## src/logic/mcr_pkg.sv

```systemverilog
// Constants for the mapper common control register bank
package mcr_pkg;
  localparam int ADDR_W = 9;
  localparam int DATA_W = 8;
  localparam logic [8:0] OFS_RESET_LATCH = 9'h000;
  localparam logic [8:0] OFS_TEST_LOOP = 9'h001;
  localparam logic [8:0] OFS_IRQ_PIN_CFG = 9'h003;
  localparam logic [8:0] OFS_SILICON_REV = 9'h004;
  localparam logic [8:0] OFS_MGMT_ADDR = 9'h005;
  localparam logic [8:0] OFS_IRQ_STATUS = 9'h006;
  localparam logic [8:0] OFS_GROUP_SUMMARY = 9'h007;
  localparam logic [8:0] OFS_IRQ_MASKS = 9'h008;
  localparam logic [8:0] OFS_MODE_SELECT = 9'h009;
  localparam logic [8:0] OFS_GROUP_MASKS = 9'h00a;
  localparam logic [8:0] OFS_LINE_CFG = 9'h00b;
  localparam logic [8:0] OFS_GIO_DIR = 9'h00d;
  localparam logic [8:0] OFS_GIO_LOW = 9'h00e;
  localparam logic [8:0] OFS_GIO_HIGH = 9'h00f;
  // Field positions
  localparam int BIT_GLOBAL_RESET = 0;
  localparam int BIT_STATE_RESET = 2;
  localparam int BIT_COUNTER_SNAPSHOT = 3;
  localparam int BIT_HOST_LOOP = 2;
  localparam int BIT_LOOP_POST = 1;
  localparam int BIT_LOOP_PRE = 0;
  localparam int BIT_MERGE_PROT = 2;
  localparam int BIT_PROT_GATE = 1;
  localparam int BIT_SUM_GATE = 0;
  localparam int BIT_ISOLATE = 3;
  localparam int BIT_SDH = 2;
  localparam int BIT_PHY = 1;
  localparam int BIT_GFP = 0;
  localparam int BIT_TOH_SUM = 7;
  localparam int BIT_PTR_SUM = 5;
  localparam int BIT_POH_SUM = 4;
  localparam int BIT_EOS_SUM = 2;
  localparam int BIT_UNEQ = 5;
  localparam int BIT_SCR_OFF = 2;
  localparam int BIT_DSCR_OFF = 1;
  localparam int BIT_SDA_PU_OFF = 5;
  localparam int BIT_SCL_PU_OFF = 4;
  // Reset values and writable-bit masks
  localparam logic [7:0] RST_CTRL = 8'h00;
  localparam logic [7:0] RST_TEST = 8'h00;
  localparam logic [7:0] RST_PIN_CFG = 8'h00;
  localparam logic [4:0] RST_MGMT_ADDR = 5'h1b;
  localparam logic [7:0] RST_IRQ_MASKS = 8'h07;
  localparam logic [7:0] RST_MODE = 8'h08;
  localparam logic [7:0] RST_GROUP_MASKS = 8'hb4;
  localparam logic [7:0] RST_LINE_CFG = 8'h00;
  localparam logic [7:0] RST_GIO_DIR = 8'h00;
  localparam logic [15:0] RST_GIO_DATA = 16'hffff;
  localparam logic [7:0] WM_TEST = 8'h07;
  localparam logic [7:0] WM_PIN_CFG = 8'h33;
  localparam logic [7:0] WM_IRQ_MASKS = 8'h07;
  localparam logic [7:0] WM_MODE = 8'h0f;
  localparam logic [7:0] WM_GROUP_MASKS = 8'hb4;
  localparam logic [7:0] WM_LINE_CFG = 8'h26;
  // Interrupt pin modes
  typedef enum logic [1:0] {
    MCR_PIN_OPEN_DRAIN_LOW = 2'b00,
    MCR_PIN_OPEN_SOURCE_HIGH = 2'b01,
    MCR_PIN_DRIVEN_LOW = 2'b10,
    MCR_PIN_DRIVEN_HIGH = 2'b11
  } mcr_pin_mode_type;
endpackage : mcr_pkg

```

## src/logic/mcr_common_regs.sv

```systemverilog
// Common control and status register bank of the line mapper
`timescale 1ns/1ps
// Summary of operation
// - Writing one to snapshot bit latches live counters into holding copy.
// - State reset bit holds all state machines at their defaults.
// - Global reset bit restores registers and state machines, self-clears.
// - Host-side loopback returns MII transmit data to receive, PHY only.
// - Line loops post and pre framer; legal only with equal line clocks.
// - Two-bit pin mode picks open-drain, open-source or driven polarity.
// - Read-only four-bit silicon revision equals management revision bits.
// - Five-bit management address resets to 1b, selects served frames.
// - Protection status is OR of unmasked K1, K2, K1-unstable flags.
// - Summary status is any unmasked alarm in an unmasked group.
// - Transport summary ORs six section and line delta flags, gated.
// - Pointer and path summaries OR their unmasked delta flags.
// - Ethernet summary ORs enabled new-event error flags.
// - Merge bit lets protection interrupts also raise summary status.
// - Gate bits, reset one, enable the protection and main pins.
// - Isolate bit tristates MII outputs and ignores MII inputs.
// - Mode bits select SDH, PHY role and GFP encapsulation.
// - Set group mask bits keep a group out of summary status.
// - Line bits force unequipped payload, disable scrambler, descrambler.
// - Each direction bit sets a pin pair as outputs; reset inputs.
// - Sixteen data bits in two byte registers, reset to ones.
// - Registers reachable from management, processor and loader ports.
// - Defaults apply on hardware reset and on software reset.
module mcr_common_regs
  import mcr_pkg::*;
#(
  parameter int CNT_W = 32,
  parameter logic [3:0] SILICON_REV = 4'h0 // Arbitrary value
) (
  input wire logic clk,
  input wire logic rst_n,
  input wire logic reg_wr,
  input wire logic reg_rd,
  input wire logic [mcr_pkg::ADDR_W-1:0] reg_addr,
  input wire logic [mcr_pkg::DATA_W-1:0] reg_wdata,
  output logic [mcr_pkg::DATA_W-1:0] reg_rdata,
  input wire logic [CNT_W-1:0] perf_counters_live,
  output logic [CNT_W-1:0] perf_counters_held,
  input wire logic [5:0] transport_flags,
  input wire logic [5:0] transport_flag_masks,
  input wire logic [1:0] pointer_flags,
  input wire logic [1:0] pointer_flag_masks,
  input wire logic [5:0] path_flags,
  input wire logic [5:0] path_flag_masks,
  input wire logic [8:0] ethernet_new_events,
  input wire logic [8:0] ethernet_event_enables,
  input wire logic k1_change_flag,
  input wire logic k2_change_flag,
  input wire logic k1_unstable_flag,
  input wire logic [2:0] protection_flag_masks,
  output logic state_machine_reset,
  output logic register_reset,
  output logic host_side_loopback,
  output logic line_loop_post_framer,
  output logic line_loop_pre_framer,
  output logic sda_pullup_off,
  output logic scl_pullup_off,
  output logic [3:0] silicon_rev_field,
  output logic [4:0] mgmt_station_addr,
  output logic mii_isolate,
  output logic mode_sdh,
  output logic mode_phy,
  output logic mode_gfp,
  output logic send_unequipped_payload,
  output logic line_scrambler_off,
  output logic line_descrambler_off,
  output logic main_irq_pin_o,
  output logic main_irq_pin_oe,
  output logic protection_irq_pin_o,
  output logic protection_irq_pin_oe,
  input wire logic [15:0] gio_pin_i,
  output logic [15:0] gio_pin_o,
  output logic [15:0] gio_pin_oe
);
  import mcr_pkg::*;

  logic snapshot_r;
  logic state_reset_r;
  logic global_reset_r;
  logic [7:0] test_r;
  logic [7:0] pin_cfg_r;
  logic [4:0] mgmt_addr_r;
  logic [7:0] irq_masks_r;
  logic [7:0] mode_r;
  logic [7:0] group_masks_r;
  logic [7:0] line_cfg_r;
  logic [7:0] gio_dir_r;
  logic [15:0] gio_data_r;
  logic [15:0] gio_meta_r;
  logic [15:0] gio_sync_r;
  logic [CNT_W-1:0] held_r;
  logic [7:0] rdata_r;
  logic soft_clear;
  logic [15:0] pair_out;
  logic transport_oh_summary;
  logic pointer_summary;
  logic path_oh_summary;
  logic ethernet_event_summary;
  logic protection_irq_status;
  logic summary_irq_status;
  logic main_active;
  logic prot_active;
  logic [7:0] group_summary;
  logic [7:0] irq_status;

  function automatic logic hit(input logic [8:0] a, input logic [8:0] ofs);
    hit = reg_wr && (a == ofs);
  endfunction : hit

  function automatic logic [15:0] spread_pairs(input logic [7:0] d);
    logic [15:0] r;
    r = '0;
    for (int i = 0; i < 8; i++) begin
      r[2*i] = d[i];
      r[2*i+1] = d[i];
    end
    spread_pairs = r;
  endfunction : spread_pairs

  // A one-cycle pulse resets the bank like a hard reset, except read data and pin sync flops
  assign soft_clear = !rst_n || global_reset_r;

  always_ff @(posedge clk) begin
    if (!rst_n) begin
      global_reset_r <= 1'b0;
    end else begin
      global_reset_r <= hit(reg_addr, OFS_RESET_LATCH)
        && reg_wdata[BIT_GLOBAL_RESET]
        && !global_reset_r;
    end
  end

  always_ff @(posedge clk) begin
    if (soft_clear) begin
      state_reset_r <= RST_CTRL[BIT_STATE_RESET];
    end else if (hit(reg_addr, OFS_RESET_LATCH)) begin
      state_reset_r <= reg_wdata[BIT_STATE_RESET];
    end
  end

  // Stored bit only reads back; the copy fires on the write itself
  always_ff @(posedge clk) begin
    if (soft_clear) begin
      snapshot_r <= RST_CTRL[BIT_COUNTER_SNAPSHOT];
    end else if (hit(reg_addr, OFS_RESET_LATCH)) begin
      snapshot_r <= reg_wdata[BIT_COUNTER_SNAPSHOT];
    end
  end

  // Snapshot keeps counter bytes coherent across several reads
  always_ff @(posedge clk) begin
    if (soft_clear) begin
      held_r <= '0;
    end else if (hit(reg_addr, OFS_RESET_LATCH)
                 && reg_wdata[BIT_COUNTER_SNAPSHOT]) begin
      held_r <= perf_counters_live;
    end
  end

  always_ff @(posedge clk) begin
    if (soft_clear) begin
      test_r <= RST_TEST;
    end else if (hit(reg_addr, OFS_TEST_LOOP)) begin
      test_r <= reg_wdata & WM_TEST;
    end
  end

  always_ff @(posedge clk) begin
    if (soft_clear) begin
      pin_cfg_r <= RST_PIN_CFG;
    end else if (hit(reg_addr, OFS_IRQ_PIN_CFG)) begin
      pin_cfg_r <= reg_wdata & WM_PIN_CFG;
    end
  end

  always_ff @(posedge clk) begin
    if (soft_clear) begin
      mgmt_addr_r <= RST_MGMT_ADDR;
    end else if (hit(reg_addr, OFS_MGMT_ADDR)) begin
      mgmt_addr_r <= reg_wdata[4:0];
    end
  end

  always_ff @(posedge clk) begin
    if (soft_clear) begin
      irq_masks_r <= RST_IRQ_MASKS;
    end else if (hit(reg_addr, OFS_IRQ_MASKS)) begin
      irq_masks_r <= reg_wdata & WM_IRQ_MASKS;
    end
  end

  // Unguarded write; changing mode outside state reset is unsafe
  always_ff @(posedge clk) begin
    if (soft_clear) begin
      mode_r <= RST_MODE;
    end else if (hit(reg_addr, OFS_MODE_SELECT)) begin
      mode_r <= reg_wdata & WM_MODE;
    end
  end

  always_ff @(posedge clk) begin
    if (soft_clear) begin
      group_masks_r <= RST_GROUP_MASKS;
    end else if (hit(reg_addr, OFS_GROUP_MASKS)) begin
      group_masks_r <= reg_wdata & WM_GROUP_MASKS;
    end
  end

  always_ff @(posedge clk) begin
    if (soft_clear) begin
      line_cfg_r <= RST_LINE_CFG;
    end else if (hit(reg_addr, OFS_LINE_CFG)) begin
      line_cfg_r <= reg_wdata & WM_LINE_CFG;
    end
  end

  // One direction bit per pin pair
  always_ff @(posedge clk) begin
    if (soft_clear) begin
      gio_dir_r <= RST_GIO_DIR;
    end else if (hit(reg_addr, OFS_GIO_DIR)) begin
      gio_dir_r <= reg_wdata;
    end
  end

  assign pair_out = spread_pairs(gio_dir_r);

  // Writes land only in bits whose pair currently drives
  always_ff @(posedge clk) begin
    if (soft_clear) begin
      gio_data_r <= RST_GIO_DATA;
    end else if (hit(reg_addr, OFS_GIO_LOW)) begin
      gio_data_r[7:0] <= (reg_wdata & pair_out[7:0])
        | (gio_data_r[7:0] & ~pair_out[7:0]);
    end else if (hit(reg_addr, OFS_GIO_HIGH)) begin
      gio_data_r[15:8] <= (reg_wdata & pair_out[15:8])
        | (gio_data_r[15:8] & ~pair_out[15:8]);
    end
  end

  // Pins are asynchronous: two flops before any reader
  always_ff @(posedge clk) begin
    if (!rst_n) begin
      gio_meta_r <= '0;
      gio_sync_r <= '0;
    end else begin
      gio_meta_r <= gio_pin_i;
      gio_sync_r <= gio_meta_r;
    end
  end

  assign gio_pin_o = gio_data_r;
  assign gio_pin_oe = pair_out;

  assign transport_oh_summary =
    |(transport_flags & ~transport_flag_masks);
  assign pointer_summary = |(pointer_flags & ~pointer_flag_masks);
  assign path_oh_summary = |(path_flags & ~path_flag_masks);
  assign ethernet_event_summary =
    |(ethernet_new_events & ethernet_event_enables);
  assign protection_irq_status =
    |({k1_change_flag, k2_change_flag, k1_unstable_flag}
      & ~protection_flag_masks);
  assign summary_irq_status =
    (transport_oh_summary && !group_masks_r[BIT_TOH_SUM])
    || (pointer_summary && !group_masks_r[BIT_PTR_SUM])
    || (path_oh_summary && !group_masks_r[BIT_POH_SUM])
    || (ethernet_event_summary && !group_masks_r[BIT_EOS_SUM])
    || (irq_masks_r[BIT_MERGE_PROT] && protection_irq_status);

  always_comb begin
    group_summary = '0;
    group_summary[BIT_TOH_SUM] = transport_oh_summary;
    group_summary[BIT_PTR_SUM] = pointer_summary;
    group_summary[BIT_POH_SUM] = path_oh_summary;
    group_summary[BIT_EOS_SUM] = ethernet_event_summary;
    irq_status = {6'h00, protection_irq_status, summary_irq_status};
  end

  // Mask bits read as enables; the set state lets the pin assert
  assign main_active = summary_irq_status && irq_masks_r[BIT_SUM_GATE];
  assign prot_active =
    protection_irq_status && irq_masks_r[BIT_PROT_GATE];

  // Open-source mode kept for completeness, though not advised
  always_comb begin
    unique case (mcr_pin_mode_type'(pin_cfg_r[1:0]))
      MCR_PIN_OPEN_DRAIN_LOW: begin
        main_irq_pin_o = 1'b0;
        main_irq_pin_oe = main_active;
        protection_irq_pin_o = 1'b0;
        protection_irq_pin_oe = prot_active;
      end
      MCR_PIN_OPEN_SOURCE_HIGH: begin
        main_irq_pin_o = 1'b1;
        main_irq_pin_oe = main_active;
        protection_irq_pin_o = 1'b1;
        protection_irq_pin_oe = prot_active;
      end
      MCR_PIN_DRIVEN_LOW: begin
        main_irq_pin_o = !main_active;
        main_irq_pin_oe = 1'b1;
        protection_irq_pin_o = !prot_active;
        protection_irq_pin_oe = 1'b1;
      end
      MCR_PIN_DRIVEN_HIGH: begin
        main_irq_pin_o = main_active;
        main_irq_pin_oe = 1'b1;
        protection_irq_pin_o = prot_active;
        protection_irq_pin_oe = 1'b1;
      end
    endcase
  end

  // One read path serves every access port
  always_ff @(posedge clk) begin
    if (!rst_n) begin
      rdata_r <= 8'h00;
    end else if (reg_rd) begin
      unique case (reg_addr)
        OFS_RESET_LATCH: rdata_r <= {4'h0, snapshot_r, state_reset_r,
                                     2'b00};
        OFS_TEST_LOOP: rdata_r <= test_r;
        OFS_IRQ_PIN_CFG: rdata_r <= pin_cfg_r;
        OFS_SILICON_REV: rdata_r <= {4'h0, SILICON_REV};
        OFS_MGMT_ADDR: rdata_r <= {3'b000, mgmt_addr_r};
        OFS_IRQ_STATUS: rdata_r <= irq_status;
        OFS_GROUP_SUMMARY: rdata_r <= group_summary;
        OFS_IRQ_MASKS: rdata_r <= irq_masks_r;
        OFS_MODE_SELECT: rdata_r <= mode_r;
        OFS_GROUP_MASKS: rdata_r <= group_masks_r;
        OFS_LINE_CFG: rdata_r <= line_cfg_r;
        OFS_GIO_DIR: rdata_r <= gio_dir_r;
        OFS_GIO_LOW: rdata_r <= (gio_data_r[7:0] & pair_out[7:0])
          | (gio_sync_r[7:0] & ~pair_out[7:0]);
        OFS_GIO_HIGH: rdata_r <= (gio_data_r[15:8] & pair_out[15:8])
          | (gio_sync_r[15:8] & ~pair_out[15:8]);
        default: rdata_r <= 8'h00;
      endcase
    end
  end

  assign reg_rdata = rdata_r;
  assign perf_counters_held = held_r;
  assign state_machine_reset = state_reset_r || soft_clear;
  assign register_reset = soft_clear;
  // Role gate keeps MAC mode from looping host data
  assign host_side_loopback =
    test_r[BIT_HOST_LOOP] && mode_r[BIT_PHY];
  // Line loops assume equal line clocks; nothing checks that here
  assign line_loop_post_framer = test_r[BIT_LOOP_POST];
  assign line_loop_pre_framer = test_r[BIT_LOOP_PRE];
  assign sda_pullup_off = pin_cfg_r[BIT_SDA_PU_OFF];
  assign scl_pullup_off = pin_cfg_r[BIT_SCL_PU_OFF];
  // One parameter feeds both views so they never disagree
  assign silicon_rev_field = SILICON_REV;
  assign mgmt_station_addr = mgmt_addr_r;
  assign mii_isolate = mode_r[BIT_ISOLATE];
  assign mode_sdh = mode_r[BIT_SDH];
  assign mode_phy = mode_r[BIT_PHY];
  assign mode_gfp = mode_r[BIT_GFP];
  assign send_unequipped_payload = line_cfg_r[BIT_UNEQ];
  assign line_scrambler_off = line_cfg_r[BIT_SCR_OFF];
  assign line_descrambler_off = line_cfg_r[BIT_DSCR_OFF];
endmodule : mcr_common_regs

```

## config.mk

```make
export PLATFORM = sky130hd
export DESIGN_NAME = mcr_common_regs
export DESIGN_NICKNAME = d
export VERILOG_FILES = /design/src/logic/mcr_pkg.sv /design/src/logic/mcr_common_regs.sv
export SDC_FILE = /design/constraint.sdc
export NUM_CORES = 1
export LEC_CHECK = 0
export ABC_AREA = 1
export BUFFER_PORTS_ARGS = -buffer_cell sky130_fd_sc_hd__buf_2
export CAP_MARGIN = 10
export CORE_MARGIN = 2
export CORE_UTILIZATION = 54
export CTS_BUF_LIST = sky130_fd_sc_hd__clkbuf_4
export DETAILED_ROUTE_END_ITERATION = 8
export MAX_ROUTING_LAYER = met4
export PLACE_DENSITY = 0.86
export SLEW_MARGIN = 30
export SYNTH_ARGS = -nofsm -noshare
export SYNTH_HDL_FRONTEND = slang
export SYNTH_SLANG_ARGS = --single-unit
```

## constraint.sdc

```tcl
create_clock -name clk -period 2.3 [get_ports clk]
set_input_delay 0.46 -clock clk [delete_from_list [all_inputs] [get_ports clk]]
set_output_delay 0.46 -clock clk [all_outputs]
set_load 0.01 [all_outputs]
```

==> qor.yml, run 1 <==
postCtsHoldBufs: 0
cts_buffers: 17
post-route-min-period_ps: 2146
slew_violations: 0
dieWidth_um: 105.8
grt_remaining_overflow: 0
die_area_um2: 11190
worstHoldStart: "gio_pin_i[12]"
yosysWarnings: 0
diodes: 0
critPathTopFamily: "simple AND/OR/NAND/NOR gates"
clk_latency_ps: 500
slowest_delay_ps: 360
syn_area_per_cell_um2: 7.116
fin_crit_sh: 0.9332
worst-path-max-fanout: 3
drtIter0Drc: 508
cp-startpoint: "irq_masks_r[2]"
postCtsSetupRepairBufs: 0
viasPerCell: 5.028
max_freq_mhz: 465.9
ant_nets: 0
synthCells: 786
core-area_um2: 10180
htreeDepth: 4
cts_resized: 0
multiInputGateArea_um2: 2479
power_density_nw_per_um2: 589.2
setup_viol: 0
drc_errors: 0
synth-seq-cells: 125
clk_path_buf_depth: 2
utilization: 0.6909
critical_path_cell_count: 8
rows: 37
drive_above_1_share: 0.2963
ys_seq_area_frac: 0.4474
hp-class: "primary input to register"
worst-r2r-cell-count: 6
gp_congestion: 0.9359
max-cap-violations: 0
numPortBuffers: 215
cp.arrival_ps: 1690
post_drt_wl_per_cell_um: 13.76
grt_max_degree: 49
cts_tree: "built"
synth_top_area_frac: 0.4474
yosysTopAreaCell: "dfxtp_1"
die_y_um: 105.8
clk_root_buffer_cell: "clkbuf_4"
nets: 1117
status: "finished clean"
leakage_nw: 3.679
grt_pass1_vias: 5239
whs_ps: 131.4
area_growth_pct: 25.82
path_cells: "nand2_1, nand2_1, a21oi_2, nand3_2, nand2_2, nand2_2, xor2_1, buf_2"
place_worst_setup_slack_ps: 178.0
cp-end-kind: "output port"
start_kind: "register"
crit_type: "register to output port"
start_util: 0.5491
critPathBufInv: 1
drtPass1Iterations: 5
seqCellArea_um2: 2504
fin_skew_ps: 15.46
grt_pass1_wl_um: 24620
via_count: 5757
r2r_start: "gio_dir_r[5]"
power_mw: 4.146
clock_sinks: 125
fillCellCount: 908
rsz0062_at_grt: "false"
ys_types: 36
clkTransAtPathRegs_ps: 110
dpl.hpwl_um: 11740
cp.required_ps: 1840
min_path_cells: 3
final-hold-violation-count: 0
timing.setup.tns_ps: 0
ir_drop_mv: 0.3493
crit_slowest_cell: "dfxtp_1"
synthTopCellsByArea: "dfxtp_1, nand2_1, inv_1"
grtUsageTotal: 0.2850
timing.final.ws_setup_ps: 153.7
drt_wl_total_um: 15750
num_io_pins: 220
syn_area_um2: 5593
antenna_found_initial: 0
## per-stage QoR
stage               instances  instance area [um2]
floorplan                 789                 5604
global placement         1113                 6720
detailed placement       1113                 6720
CTS                      1145                 7022
global route             1145                 7037
finish                   1145                 7037
## power breakdown
part,total (mW),switching [mW],internal [mW]
sequential,2.20,0.00878,2.19
clock,1.61,0.846,0.768
combinational,0.331,0.205,0.127
total,4.15,1.06,3.09
## Yosys cell counts
cell,instances
nor2_4,5
nand2_1,234
nand3b_1,1
buf_6,2
conb_1,1
nand3_4,1
inv_1,97
nor3_2,2
nor2_1,33
inv_2,11
nand2_2,5
o22ai_1,3
and3_1,1
a21oi_1,64
dfxtp_1,125
nand3_2,2
or2_2,1
o211ai_1,29
o21ai_0,30
clkbuf_1,15
o221ai_1,1
nor2_2,4
nand3_1,64
buf_1,1
nor3_1,10
nor2_8,1
mux2i_1,4
o21ai_1,4
nor4_2,1
buf_4,15
nand4_1,6
clkinv_1,1
xor2_1,2
buf_2,7
nor4_1,2
a21oi_2,1
## worst reg2reg max path, stage by stage, from the launching register on
cell,delay [ps]
dfxtp_1,470
inv_1,140
or2_2,290
o211ai_1,150
nand3b_1,160
nand2_1,80
a21oi_1,50
## final timing paths
path / endpoint / slack, ps
max: main_irq_pin_o / 150
min: gio_meta_r[12] / 130
max reg2reg: reg_rdata[3] / 840
min reg2reg: gio_sync_r[14] / 420
## cells in the final DEF (no fill, tap or decap), drive strengths merged, types with 6 or more instances in the layout
cell type  count
nor2          43
nand3         67
clkbuf        18
o211ai        29
inv          111
buf          228
clkinv         7
nand2        239
o21ai         34
nand4          6
nor3          12
dfxtp        125
a21oi         65
## cell type report
cell class,instances,share of cell area
flip-flops and latches,125,0.3558
multi-input cells,515,0.3522
repair buffers,228,0.1668
inverters,109,0.05814
well taps,136,0.02418
clock inverters,14,0.02365
clock buffers,18,0.01920
## layer usage
layer | GRT usage | up-vias | share of wire
met3 | 0.06555 | 27 | 0.084
li1 | - | 2927 | -
met2 | 0.4636 | 281 | 0.47
met4 | 0.1100 | 0 | 0.024
met5 | - | - | 0
met1 | 0.3449 | 2522 | 0.42
## cell families (layout without fill, tap and decap cells)
| family | after synthesis | after routing | synth area share |
|---|---|---|---|
| xor gates and xnor gates | 2 | 2 | 0.003133 |
| AOI/OAI and AO/OA | 132 | 132 | 0.1331 |
| DFF | 125 | 125 | 0.4474 |
| and+or+nand+nor | 373 | 373 | 0.2942 |
| other | 1 | 4 | 0.0006705 |
| buffers and inverters | 149 | 369 | 0.1143 |
| muxes | 4 | 4 | 0.007159 |
Power figures use the tool's default switching activity.
==> run 2: changes to the inputs <==
Settings changed: ABC_AREA 1 to not set, PLACE_DENSITY 0.86 to 0.87.
==> run 2 against run 1 <==
  * Die area decreased by 2.1%
  * Non-clock buffer count increased by 25
  * Global-route usage increased by 3.3 points
  * Count of clock-buffer cells in the layout increased by 1
  * Critical path type is now primary input to output port
  * The flow now finishes with violations (setup timing)
  * Clock skew decreased by 1.4 ps
  * Via count decreased by 4.6%
  * Flip-flop and latch count unchanged
  * Wire length increased by 8.4%
==> qor.yml, run 2 <==
status: "finished, violations left"
violations: "setup timing"
die_y_um: 104.7  # -1.1%
r2r-end: "reg_rdata[1]"
diodes: 0  # unchanged
final-hold-violation-count: 0  # unchanged
critical_path_cell_count: 8  # unchanged
ys_seq_area_frac: 0.4575  # +0.01003
clock_sinks: 125  # unchanged
antenna_found_initial: 0  # unchanged
leakage_nw: 3.319  # -9.8%
numPortBuffers: 215  # unchanged
fin_crit_sh: 1.003  # +0.06935
drtIter0Drc: 421  # -17%
synth_top_area_frac: 0.4575  # +0.01003
drive_above_1_share: 0.3468  # +0.05044
clkTransAtPathRegs_ps: 100  # about the same
critPathBufInv: 3  # +2
ff2ff_setup_slack_ps: 510  # -330 ps
rsz0062_at_grt: "true"
yosysTopAreaCell: "dfxtp_1"
relSlewSlack: 0.5937
dieWidth_um: 104.7  # -1.1%
routed-wl-met2_um: 8482  # +14%
grtUsageTotal: 0.3180  # +0.03302
syn_area_per_cell_um2: 8.588  # +21%
clk_path_buf_depth: 2  # unchanged
timing.final.ws_setup_ps: -5.754  # -159.5 ps
cp-end-kind: "output port"
via_count: 5493  # -4.6%
start_kind: "primary input"
ys_top_cells_by_count: "nand2_1, dfxtp_1, mux2i_1"
synthMostInstantiatedCell: "nand2_1"
worstHoldStart: "gio_pin_i[10]"
cp_common_cell: "buf_2"
fin_skew_ps: 14.07  # -1.395 ps
die_area_um2: 10950  # -2.1%
r2r_start: "mode_r[1]"
final_cell_mix: "buf_2, nand2_1, dfxtp_1, mux2i_1, a21oi_1"
start_util: 0.5571  # +0.007944
crit_slowest_cell: "a221o_1"
synth_edf_count: 0  # unchanged
core-area_um2: 9819  # -3.6%
synthTopCellsByArea: "dfxtp_1, nand2_1, mux2i_1"
post-route-min-period_ps: 2306  # +159.5 ps
critPathTopFamily: "compound AO/OA/AOI/OAI gates"
final_cells: 1001  # -13%
clk_latency_ps: 520  # +20 ps
synthCells: 637  # -19%
layout_commonest_cell: "buf_2"
power_density_nw_per_um2: 565.4  # -4.0%
nets: 979  # -12%
synth-seq-cells: 125  # unchanged
worstMarginPinSlew_ps: 609.5
ant_nets: 0  # unchanged
num_io_pins: 220  # unchanged
path_cells: "buf_2, inv_1, o22ai_1, nor3_1, o221ai_2, a221o_1, a211o_1, buf_2"
htreeDepth: 4  # unchanged
worst-path-max-fanout: 4  # +1
cp.arrival_ps: 1850  # +160 ps
hp-class: "primary input to register"
clk_root_buffer_cell: "clkbuf_4"
cp.required_ps: 1840  # about the same
ir_drop_mv: 0.3625  # +3.8%
max-cap-violations: 0  # unchanged
postCtsHoldBufs: 0  # unchanged
power_mw: 3.941  # -4.9%
met3_length_um: 1469  # +11%
drc_errors: 0  # unchanged
rows: 36  # -2.7%
dp_cells: 970  # -13%
area_growth_pct: 27.42
setup_viol: 1  # +1
slowest_delay_ps: 320  # -40 ps
gp_congestion: 0.9688  # +3.5%
cts_buffers: 17  # unchanged
min_path_cells: 2  # -1
dpl.hpwl_um: 13120  # +12%
slew_violations: 0  # unchanged
cts_tree: "built"
ys_async_sr_fraction: 0  # unchanged
drtPass1Iterations: 5  # unchanged
post_drt_wl_per_cell_um: 17.06  # +24%
max_freq_mhz: 433.7  # -6.9%
ys.flop_type: "dfxtp_1"
ys_types: 60  # +67%
top_layer_used: "met4"
viasPerCell: 5.488  # +9.1%
worst-r2r-cell-count: 6  # unchanged
met1Wirelength_um: 6539  # -0.71%
grt_pass1_vias: 5221  # -0.34%
holdPathEnd: "gio_meta_r[10]"
crit_type: "primary input to output port"
grt_pass1_wl_um: 26500  # +7.6%
yosysWarnings: 0  # unchanged
grt_max_degree: 57  # +16%
syn_area_um2: 5470  # -2.2%
grt_remaining_overflow: 0  # unchanged
drt_wl_total_um: 17080  # +8.4%
## run 2: area by class of cell
type                    count  area [um2]
fillers                   779        2849
multi-input cells         437        2569
flip-flops and latches    125        2502
repair buffers            253        1399
well taps                 133       166.4
clock buffers              19       142.6
clock inverters            10       101.3
inverters                  24       90.09
## run 2: worst max-delay path by stage
stage | startpoint | end | slack (ps)
6_report | path_flags[2] | main_irq_pin_o | -6
5_1_grt | ethernet_new_events[0] | main_irq_pin_o | -170
4_1_cts | ethernet_new_events[0] | main_irq_pin_o | -40
3_5_place_dp | ethernet_event_enables[0] | main_irq_pin_o | -200
3_3_place_gp | ethernet_event_enables[0] | main_irq_pin_o | -100
2_1_floorplan | reg_addr[5] | register | 160
## run 2: logic make-up (layout without fill, tap and decap cells)
logic type             count (synthesis)  count (layout)  synth area share
AO/OA/AOI/OAI                        111             111            0.1269
flip-flops                           125             125            0.4575
buffers and inverters                 78             306           0.07845
XOR/XNOR                               1               1          0.001601
other                                  1               4         0.0006855
multiplexers                          56              56            0.1054
AND/OR/NAND/NOR                      265             265            0.2294
## run 2: worst reg2reg max path: cells and delay by family, from the launching register on
kind / cells / cell delay [ps]
multiplexers: 2 / 740
flip-flops: 1 / 350
AO/OA/AOI/OAI: 2 / 360
AND/OR/NAND/NOR: 1 / 70
buffers and inverters: 1 / 190
## run 2: through the flow
stage / TNS (ps) / utilization / hold slack (ps) / setup WS (ps) / instance area [um2]
2_1_floorplan: 0 / - / 411.8 / 155.2 / 5482
3_3_place_gp: -1770 / 0.6803 / 413.7 / -104.9 / 6680
3_5_place_dp: -3122 / 0.6803 / 416.9 / -201.0 / 6680
4_1_cts: -35.83 / 0.7077 / 120.1 / -35.83 / 6949
5_1_grt: -247.5 / 0.7099 / 116.6 / -173.9 / 6970
6_report: -5.754 / 0.7099 / 142.7 / -5.754 / 6970
## run 2: power breakdown
| group | total [mW] | internal, mW | switching, mW |
|---|---|---|---|
| Combinational | 0.358 | 0.159 | 0.199 |
| Clock | 1.39 | 0.636 | 0.750 |
| Sequential | 2.20 | 2.19 | 0.00738 |
## run 2: what timing repair did
item,4_1_cts,5_1_grt
pin swaps,1,2
setup endpoints to repair,2,2
gates resized for setup,5,2
buffers inserted,0,2
## run 2: metal layers
metal  up-vias  track usage
li1       2592            -
met3        46      0.06925
met4         0       0.1486
met5         -            -
met1      2546       0.3619
met2       309       0.5350
==> run 3: changes to the inputs <==
Settings changed: CORE_UTILIZATION 54 to 35, PLACE_DENSITY 0.87 to 0.6.
==> run 3 against run 2 <==
  * The run still ends with setup timing left
  * Power rose by 3.0%
  * Count of clock-buffer cells in the layout fell by 1
  * Utilization fell by 24 points
  * Highest routed layer unchanged
==> qor.yml, run 3 (synthesis results as in run 2) <==
status: "finished, violations left"
violations: "setup timing"
final-hold-violation-count: 0  # unchanged
whs_ps: 116.5  # -26.21 ps
core-area_um2: 15260  # +55%
post-route-min-period_ps: 2378  # +71.93 ps
numPortBuffers: 215  # unchanged
critPathTopFamily: "compound AO/OA/AOI/OAI gates"
worst-r2r-cell-count: 5  # -1
worst-path-max-fanout: 4  # unchanged
dpl.hpwl_um: 12950  # -1.3%
dieWidth_um: 129.0  # +23%
grt_pass1_vias: 4805  # -8.0%
rows: 45  # +25%
clkTransAtPathRegs_ps: 110  # about the same
ant_nets: 0  # unchanged
clock_sinks: 125  # unchanged
cts_buffers: 17  # unchanged
dpl_cell_area_um2: 6788  # +1.6%
slowest_delay_ps: 320  # about the same
ir_drop_mv: 0.6236  # +72%
drt_wl_total_um: 17170  # +0.58%
num_io_pins: 220  # unchanged
cp-end-kind: "output port"
cts_tree: "built"
drtIter0Drc: 393  # -6.7%
postCtsHoldBufs: 0  # unchanged
power_density_nw_per_um2: 571.4  # +1.1%
multiInputGateArea_um2: 2565  # -0.15%
grt_remaining_overflow: 0  # unchanged
grt_pass1_wl_um: 25730  # -2.9%
r2r_start: "gio_dir_r[1]"
fin_crit_sh: 1.034  # +0.03127
max-cap-violations: 0  # unchanged
place_worst_setup_slack_ps: -269.5  # -68.47 ps
grtUsageTotal: 0.2102  # -0.1079
htreeDepth: 4  # unchanged
clk_path_buf_depth: 2  # unchanged
drive_above_1_share: 0.3532  # +0.006437
utilization: 0.4657  # -0.2442
start_kind: "primary input"
critical_path_cell_count: 8  # unchanged
setup_viol: 1  # unchanged
final_cell_mix: "buf_2, nand2_1, dfxtp_1, mux2i_1, a21oi_1"
die_area_um2: 16640  # +52%
crit_type: "primary input to output port"
nets: 980  # +0.10%
start_util: 0.3585  # -0.1986
post_drt_wl_per_cell_um: 15.84  # -7.1%
rsz0062_at_grt: "true"
final_cells: 1084  # +8.3%
cp.arrival_ps: 1920  # +70 ps
power_mw: 4.060  # +3.0%
seqCellArea_um2: 2502  # unchanged
viasPerCell: 4.784  # -13%
drc_errors: 0  # unchanged
hp-class: "primary input to register"
leakage_nw: 3.316  # about the same
crit_path_end: "main_irq_pin_o"
clk_latency_ps: 550  # +30 ps
die_y_um: 129.0  # +23%
cp.required_ps: 1840  # about the same
max_freq_mhz: 420.6  # -3.0%
stdcell_area_um2: 7106  # +1.9%
worstMarginPinSlew_ps: 661.2  # +51.72 ps
gp_congestion: 0.8613  # -11%
drtPass1Iterations: 4  # -1
area_growth_pct: 29.89
via_count: 5186  # -5.6%
clk_root_buffer_cell: "clkbuf_4"
slew_violations: 0  # unchanged
ff2ff_setup_slack_ps: 460  # -50 ps
cp-startpoint: "ethernet_new_events[0]"
timing.final.ws_setup_ps: -77.69  # -71.93 ps
antenna_found_initial: 1  # +1
crit_slowest_cell: "a222oi_1"
path_cells: "buf_6, a222oi_1, nand3_1, a221oi_2, o22ai_2, nor4_1, a211o_1, buf_2"
layout_commonest_cell: "buf_2"
relSlewSlack: 0.5583  # -0.03539
timing.setup.tns_ps: -77.69  # -71.93 ps
grt_max_degree: 33  # -42%
dp_cells: 1049  # +8.1%
fillCellCount: 1606  # +110%
r2r-end: "reg_rdata[1]"
critPathBufInv: 2  # -1
fin_skew_ps: 15.79  # +1.724 ps
==> run 3: worst min path at each step <==
stage / from / to / depth (start not counted)
after CTS: gio_pin_i[9] / gio_meta_r[9] / 2
after global placement: gio_meta_r[8] / gio_sync_r[8] / 1
after detailed placement: gio_meta_r[8] / gio_sync_r[8] / 1
after global routing: gio_pin_i[10] / gio_meta_r[10] / 2
after floorplan: gio_meta_r[0] / gio_sync_r[0] / 1
final: gio_pin_i[9] / gio_meta_r[9] / 2
==> run 3: power breakdown <==
| group | internal, mW | switching [mW] |
|---|---|---|
| registers | 2.19 | 0.00648 |
| logic | 0.158 | 0.196 |
| clock network | 0.653 | 0.857 |
==> run 3: what timing repair did <==
item,4_1_cts,5_1_grt
gates resized for setup,3,1
hold endpoints to repair,0,0
setup endpoints to repair,2,2
buffers inserted,1,1
pin swaps,1,1
==> run 3: area by class of cell <==
| type | instances | share of cell area |
|---|---|---|
| Antenna cell | 1 | 0.0003522 |
| Tap cell | 211 | 0.03715 |
| Clock inverter | 14 | 0.02060 |
| Inverter | 24 | 0.01268 |
| Sequential cell | 125 | 0.3522 |
| Clock buffer | 18 | 0.01902 |
| Multi-Input combinational cell | 437 | 0.3610 |
| Timing Repair Buffer | 254 | 0.1970 |
==> run 3: layer usage <==
metal  vias to the layer above  global-route usage  routed length [um]
met1                      2374              0.2682                7644
met3                        14             0.04789                1096
met5                         -                   -                   0
li1                       2589                   -                   -
met2                       209              0.3361                8203
met4                         0             0.05882                 230
